==> src/fic_pkg.sv <==
package fic_pkg;
  localparam int          REG_W       = 16;
  localparam int          ADDR_W      = 7;
  localparam int          FRAME_BITS  = 24;
  localparam int          FRAME_MAX   = 31;
  localparam logic [6:0]  FIC_ADDR    = 7'h2F;
  localparam logic [15:0] FIC_RESET   = 16'h0000;
  localparam int          BIT_CRC     = 15;
  localparam int          BIT_VREF    = 14;
  localparam int          BIT_TERR    = 13;
  localparam int          BIT_TWARN   = 12;
  localparam int          BIT_OUT_HI  = 9;
  localparam int          BIT_OUT_LO  = 8;
  localparam int          BIT_FLAT_HI = 7;
  localparam int          BIT_FLAT_LO = 6;
  localparam int          BIT_CORE_HI = 5;
  localparam int          BIT_CORE_LO = 4;
  localparam int          BIT_ANA_HI  = 3;
  localparam int          BIT_ANA_LO  = 2;
  localparam int          BIT_REF_HI  = 1;
  localparam int          BIT_REF_LO  = 0;
  localparam int          CRC_POLY    = 8'h07;

  typedef struct packed {
    logic       refFail;
    logic       overtempError;
    logic       overtempWarning;
    logic [4:0] monitorHigh;
    logic [4:0] monitorLow;
  } fic_fault_t;
endpackage

==> src/fic_sync.sv <==
`timescale 1ns/1ps
`default_nettype none
module fic_sync #(
  parameter int W = 1
) (
  // clock
  input  wire logic         mclk,
  input  wire logic         rst,
  // data
  input  wire logic [W-1:0] asyncIn,
  output logic      [W-1:0] syncOut
);
  logic [W-1:0] stage1_reg;

  always_ff @(posedge mclk) begin
    if (rst) begin
      stage1_reg <= '0;
      syncOut    <= '0;
    end else begin
      stage1_reg <= asyncIn;
      syncOut    <= stage1_reg;
    end
  end
endmodule
`default_nettype wire

==> src/fic_top.sv <==
// Behaviour
// - check byte inverted on serial output while bit 15 set
// - bit 14 reports a reference failure as if detected
// - bit 13 raises over-temperature error regardless of real temperature
// - bit 12 raises thermal warning regardless of real temperature
// - bits 9/8 force output-monitor high/low limit failure
// - bits 7/6 force flat-node monitor high/low failure
// - bits 5/4 force core-supply monitor high/low failure
// - bits 3/2 force analog-supply monitor high/low failure
// - bits 1/0 force reference monitor high/low failure
// - register at 2Fh, resets 0000h, all bits read-write
// - transactions accepted only while chip select low
// - serial output can go high-impedance for a shared line
// - alarm output is open-drain for a wired shared line
`timescale 1ns/1ps
`default_nettype none
module fic_top
  import fic_pkg::*;
(
  // clock and reset
  input  wire logic                mclk,
  input  wire logic                rst,
  // serial pins
  input  wire logic                sclk,
  input  wire logic                csN,
  input  wire logic                sdi,
  output logic                     sdoOut,
  output logic                     sdoOeN,
  // alarm pin
  output logic                     alarmOut,
  output logic                     alarmOeN,
  // genuine detector inputs
  input  wire fic_pkg::fic_fault_t realFault,
  // fault view and control
  output fic_pkg::fic_fault_t      faultFlags,
  output logic                     failSafe,
  output logic [15:0]              injectState
);
  import fic_pkg::*;

  logic [2:0]  pinSync;
  logic        sclkPrev_reg;
  logic        frameActive;
  logic        riseEdge;
  logic        fallEdge;
  logic [4:0]  bitCnt_reg;
  logic [23:0] shiftIn_reg;
  logic [23:0] shiftOut_reg;
  logic [7:0]  crc_reg;
  logic [15:0] inject_reg;
  logic        sdoData_reg;
  fic_fault_t  forced;
  fic_fault_t  merged;
  fic_fault_t  flags_reg;

  fic_sync #(.W(3)) u_sync (
    .mclk    (mclk),
    .rst     (rst),
    .asyncIn ({sclk, csN, sdi}),
    .syncOut (pinSync)
  );

  assign frameActive = !pinSync[1];
  assign riseEdge    = frameActive && pinSync[2] && !sclkPrev_reg;
  assign fallEdge    = frameActive && !pinSync[2] && sclkPrev_reg;

  function automatic logic [7:0] crcStep(input logic [7:0] c,
                                         input logic       b);
    logic fb;
    fb = c[7] ^ b;
    crcStep = {c[6:0], 1'b0} ^ (fb ? CRC_POLY[7:0] : 8'h00);
  endfunction

  always_ff @(posedge mclk) begin
    if (rst) sclkPrev_reg <= 1'b0;
    else     sclkPrev_reg <= pinSync[2];
  end

  // frame: R/W bit, 7-bit address, 16-bit data
  always_ff @(posedge mclk) begin
    if (rst || !frameActive) begin
      bitCnt_reg  <= 5'h00;
      shiftIn_reg <= 24'h000000;
    end else if (riseEdge && bitCnt_reg != 5'(FRAME_MAX)) begin
      bitCnt_reg  <= bitCnt_reg + 5'h01;
      shiftIn_reg <= {shiftIn_reg[22:0], pinSync[0]};
    end
  end

  always_ff @(posedge mclk) begin
    if (rst) begin
      inject_reg <= FIC_RESET;
    end else if (frameActive && bitCnt_reg == 5'(FRAME_BITS - 1) && riseEdge
                 && !shiftIn_reg[22] && shiftIn_reg[21:15] == FIC_ADDR) begin
      inject_reg <= {shiftIn_reg[14:0], pinSync[0]};
    end
  end

  // read: after 8 header bits, 16 data bits then check byte
  always_ff @(posedge mclk) begin
    if (rst || !frameActive) begin
      shiftOut_reg <= 24'h000000;
      crc_reg      <= 8'h00;
      sdoData_reg  <= 1'b0;
    end else if (riseEdge && bitCnt_reg == 5'h07) begin
      shiftOut_reg <= {({shiftIn_reg[6:0], pinSync[0]} == FIC_ADDR + 8'h80)
                       ? inject_reg : 16'h0000, 8'h00};
      crc_reg      <= 8'h00;
    end else if (fallEdge && bitCnt_reg >= 5'h08) begin
      // check byte follows the last data bit on further clocks
      sdoData_reg  <= shiftOut_reg[23];
      crc_reg      <= crcStep(crc_reg, shiftOut_reg[23]);
      shiftOut_reg <= {shiftOut_reg[22:0], 1'b0};
      if (bitCnt_reg == 5'h17)
        shiftOut_reg[23:16] <= inject_reg[BIT_CRC]
          ? ~crcStep(crc_reg, shiftOut_reg[23])
          : crcStep(crc_reg, shiftOut_reg[23]);
    end
  end

  // check byte trails the data after the frame's 24 bits
  assign sdoOut = sdoData_reg;
  assign sdoOeN = !frameActive;

  always_comb begin
    forced.refFail         = inject_reg[BIT_VREF];
    forced.overtempError   = inject_reg[BIT_TERR];
    forced.overtempWarning = inject_reg[BIT_TWARN];
    forced.monitorHigh     = {inject_reg[BIT_OUT_HI],
                              inject_reg[BIT_FLAT_HI],
                              inject_reg[BIT_CORE_HI],
                              inject_reg[BIT_ANA_HI],
                              inject_reg[BIT_REF_HI]};
    forced.monitorLow      = {inject_reg[BIT_OUT_LO],
                              inject_reg[BIT_FLAT_LO],
                              inject_reg[BIT_CORE_LO],
                              inject_reg[BIT_ANA_LO],
                              inject_reg[BIT_REF_LO]};
    merged = realFault | forced;
  end

  always_ff @(posedge mclk) begin
    if (rst) flags_reg <= '0;
    else     flags_reg <= merged;
  end

  assign faultFlags  = flags_reg;
  assign failSafe    = |flags_reg;
  assign alarmOut    = 1'b0;
  assign alarmOeN    = !(|flags_reg);
  assign injectState = inject_reg;

  reset_value_a: assert property (@(posedge mclk)
    $fell(rst) |-> inject_reg == 16'h0000)
    else $error("inject register not cleared by reset");
  sdo_release_a: assert property (@(posedge mclk) disable iff (rst)
    pinSync[1] |-> sdoOeN)
    else $error("serial output driven while deselected");
  flag_follow_a: assert property (@(posedge mclk) disable iff (rst)
    inject_reg[BIT_TERR] |=> faultFlags.overtempError)
    else $error("forced over-temperature not reported");
  warn_follow_a: assert property (@(posedge mclk) disable iff (rst)
    inject_reg[BIT_TWARN] |=> faultFlags.overtempWarning)
    else $error("forced warning not reported");
  ref_follow_a: assert property (@(posedge mclk) disable iff (rst)
    inject_reg[BIT_VREF] |=> faultFlags.refFail)
    else $error("forced reference failure not reported");
  mon_follow_a: assert property (@(posedge mclk) disable iff (rst)
    1'b1 |=> faultFlags.monitorHigh[4] ==
      $past(inject_reg[BIT_OUT_HI] | realFault.monitorHigh[4]))
    else $error("output monitor flag wrong");
  alarm_drive_a: assert property (@(posedge mclk) disable iff (rst)
    !alarmOeN |-> failSafe && alarmOut == 1'b0)
    else $error("alarm driven without a fault");
  clear_ends_a: assert property (@(posedge mclk) disable iff (rst)
    (inject_reg == 16'h0000 && realFault == '0) [*2] |-> !failSafe)
    else $error("fault persists after injection cleared");
  no_write_a: assert property (@(posedge mclk) disable iff (rst)
    pinSync[1] |=> $stable(inject_reg))
    else $error("register written while deselected");
  write_seen_c: cover property (@(posedge mclk) $changed(inject_reg));
  crc_inject_c: cover property (@(posedge mclk)
    inject_reg[BIT_CRC] && fallEdge && bitCnt_reg == 5'h17);
  alarm_on_c: cover property (@(posedge mclk) $fell(alarmOeN));
endmodule
`default_nettype wire

==> config.mk <==
export PLATFORM = sky130hd
export DESIGN_NAME = fic_top
export DESIGN_NICKNAME = d
export VERILOG_FILES = /design/src/fic_pkg.sv /design/src/fic_sync.sv /design/src/fic_top.sv
export SDC_FILE = /design/constraint.sdc
export NUM_CORES = 1
export LEC_CHECK = 0
export BUFFER_PORTS_ARGS = -buffer_cell sky130_fd_sc_hd__buf_2
export CORE_AREA = 2 2 85 87
export CTS_BUF_LIST = sky130_fd_sc_hd__clkbuf_8
export DETAILED_ROUTE_END_ITERATION = 12
export DIE_AREA = 0 0 87 89
export PLACE_DENSITY = 0.85
export SETUP_SLACK_MARGIN = 0.5
export SLEW_MARGIN = 30
export SYNTH_ARGS = -nofsm -noshare
export SYNTH_HDL_FRONTEND = slang
export SYNTH_SLANG_ARGS = --single-unit
==> constraint.sdc <==
create_clock -name mclk -period 1.8 [get_ports mclk]
set_input_delay 0.18 -clock mclk [delete_from_list [all_inputs] [get_ports mclk]]
set_output_delay 0.18 -clock mclk [all_outputs]
set_load 0.01 [all_outputs]
==> flow_metrics.env <==
export IMPL_status="complete, but fails checks"
export IMPL_violations="setup timing"
export IMPL_hold_ws_ns=0.00786
export IMPL_fin_nets=483
export IMPL_ys_types=40
export IMPL_htree_levels=3
export IMPL_fp_coreArea_um2=6720
export IMPL_path_clk_slew_ns=0.10
export IMPL_fmax_mhz=502
export IMPL_routabilityCongestion=0.815
export IMPL_post_route_min_period_ns=1.99
export IMPL_p_sw_share_pct=27.1
export IMPL_synth_top_area_share_pct=51.5
export IMPL_start_kind="flop"
export IMPL_ys_flop_type="dfxtp_1"
export IMPL_fin_area_um2=4930
export IMPL_cts_root_buffer="clkbuf_8"
export IMPL_combPwrFrac_pct=6.1
export IMPL_yosysSeqAreaShare_pct=51.5
export IMPL_tightestPinTransition_ns=0.669
export IMPL_drtPass1Iterations=5
export IMPL_totalWireLength_mm=11.6
export IMPL_slew_headroom_pct=55.4
export IMPL_largest_register_ffs=23
export IMPL_layout_drive_gt1_share_pct=44.5
export IMPL_critPathKind="reg -> reg"
export IMPL_hpwl_mm=5.29
export IMPL_arrival_ns=2.24
export IMPL_avgSynthCellArea_um2=8.89
export IMPL_wl_per_cell_um=21.1
export IMPL_overflow=0
export IMPL_vias_per_cell=6.09
export IMPL_synth_edf_count=0
export IMPL_synth_area_um2=3460
export IMPL_period_share_pct=111
export IMPL_cellPowerDensity_nw_per_um2=728
export IMPL_die_y_um=89
export IMPL_die_area_um2=7740
export IMPL_place_inst=506
export IMPL_synth_most_common_cell="dfxtp_1"
export IMPL_fin_ws_ns=-0.193
export IMPL_p_int_mw=2.62
export IMPL_clockBufferDepth=2
export IMPL_place_area_um2=3980
export IMPL_switching_power_mw=0.974
export IMPL_grt_use_total_pct=25.4
export IMPL_synth_nets=410
export IMPL_drtIter0Drc=328
export IMPL_clock_latency_ns=0.38
export IMPL_grt_pass1_wl_mm=14.9
export IMPL_end_kind="flop"
export IMPL_syn_inst=389
export IMPL_io_pins=52
export IMPL_start_util_pct=51.5
export IMPL_yosys_warnings=0
export IMPL_syn2layout_area_growth_pct=42.5
export IMPL_diodes=0
export IMPL_die_x_um=87
export IMPL_synth_top_area_cell="dfxtp_1"
export IMPL_p_leak_nw=1.96
export IMPL_tns_ns=-1.84
export IMPL_clock_power_share_pct=38.1
export IMPL_fin_cells=547
export IMPL_finalSetupViolCount=18
export IMPL_drc_errors=0
export IMPL_grt_pass1_vias=2997
export IMPL_ir_worst_vdd_v=0.000370
export IMPL_p_seq_share_pct=55.8
export IMPL_postRouteAntennaNets=0
export IMPL_finClkSkew_ns=0.0188
export IMPL_yosys_top_cells_count="89 x dfxtp_1, 79 x nand2_1, 54 x nor2_1"
export IMPL_finalPower_mw=3.59
export IMPL_vias=3332
export IMPL_port_buffers=50
export IMPL_yosys_register_bits=89
export IMPL_pre_cts_slack_ns=0.0149
export IMPL_final_util_pct=73.4
export IMPL_path_max_fanout=8
export IMPL_fillCellCount=388
export IMPL_synthArstFlopShare_pct=0
export IMPL_grt_max_degree=46
export IMPL_rows=30
export IMPL_maxCapViolCount=0
export IMPL_min_path_type="in -> reg"
export IMPL_required_ns=2.05
export IMPL_numClockSinks=89
export IMPL_synth_area_leaders="dfxtp_1 52%, nand2_1 8.6%, a21oi_1 6.5%"
export IMPL_hold_violations=0
export IMPL_antenna_found_initial=0
export IMPL_numCtsBuffers=9
export IMPL_rsz0062_at_grt="true"
export IMPL_final_max_slew_viol_count=0
export IMPL_cts_tree="built"
-- power by group through the flow --
stage	clock, mW	sequential, mW	combinational [mW]
floorplan	0	2.06	0.0858
global placement	0	2.05	0.144
detailed placement	0	2.05	0.147
CTS	1.35	2.00	0.193
global route	1.44	2.00	0.232
finish	1.37	2.00	0.219
-- kinds of logic (layout without fill, tap and decap cells) --
| kind of cell | count (synthesis) | after routing | share of synthesized area (%) |
|---|---|---|---|
| AOI/OAI and AO/OA | 71 | 71 | 12.7 |
| xor gates and xnor gates | 13 | 13 | 3.69 |
| adders and majority gates | 3 | 3 | 1.09 |
| buffers and inverters | 29 | 105 | 3.54 |
| DFF | 89 | 89 | 51.5 |
| muxes | 17 | 17 | 4.92 |
| other | 1 | 1 | 0.108 |
| and+or+nand+nor | 166 | 168 | 22.5 |
-- area by class of cell --
class / instances / area [um^2] / share of cell area, %
sequential: 89 / 1810 / 36.7
clock inverter: 7 / 71.3 / 1.45
inverter: 3 / 11.3 / 0.228
multi-input combinational: 273 / 2080 / 42.2
timing repair buffer: 86 / 732 / 14.8
clock buffer: 9 / 124 / 2.51
tap: 80 / 100 / 2.03
-- final timing paths --
| kind | from | end | slack [ns] | cells after the start |
|---|---|---|---|---|
| worst max-delay path | shiftIn_reg[22] | injectState[9] | -0.19 | 6 |
| worst min-delay path | sdi | u_sync.stage1_reg[0] | 0.008 | 2 |
| worst max register to register | shiftIn_reg[22] | injectState[9] | -0.19 | 6 |
| worst min register to register | u_sync.stage1_reg[2] | u_sync.syncOut[2] | 0.45 | 1 |
-- what timing repair did --
item	in CTS	in global routing
setup endpoints to repair	70	72
setup buffers	8	7
endpoints found under the hold margin	1	1
pin swaps	33	38
gates resized for setup	58	55
gates cloned	6	2
hold buffers	1	1
-- metal layers --
layer,GRT usage [%],vias to the layer above,routed length [um]
li1,-,1478,-
met1,28.9,1580,4330
met2,44.8,212,5790
met3,5.45,62,803
met4,13.6,0,639
met5,0,-,0
-- worst max-delay path, cell delays in order (launching register included) --
cell and delay, ns:
dfxtp_2 0.34, or4b_4 0.54, nor4_4 0.26, buf_4 0.20, clkbuf_16 0.17, mux2i_1 0.25
nor2_1 0.10
-- layout by cell type (no fill, tap or decap), types with 5 or more instances in the layout --
cell,count
a21oi_1,13
a21oi_2,32
a32oi_1,7
a32oi_2,9
buf_2,50
buf_4,14
buf_6,9
clkbuf_8,9
dfxtp_1,79
dfxtp_4,6
mux2i_1,15
nand2_1,48
nand2_2,14
nand2_4,16
nor2_1,53
nor2b_1,7
o211ai_1,5
xnor2_1,10
(Power assumes the default switching activity.)
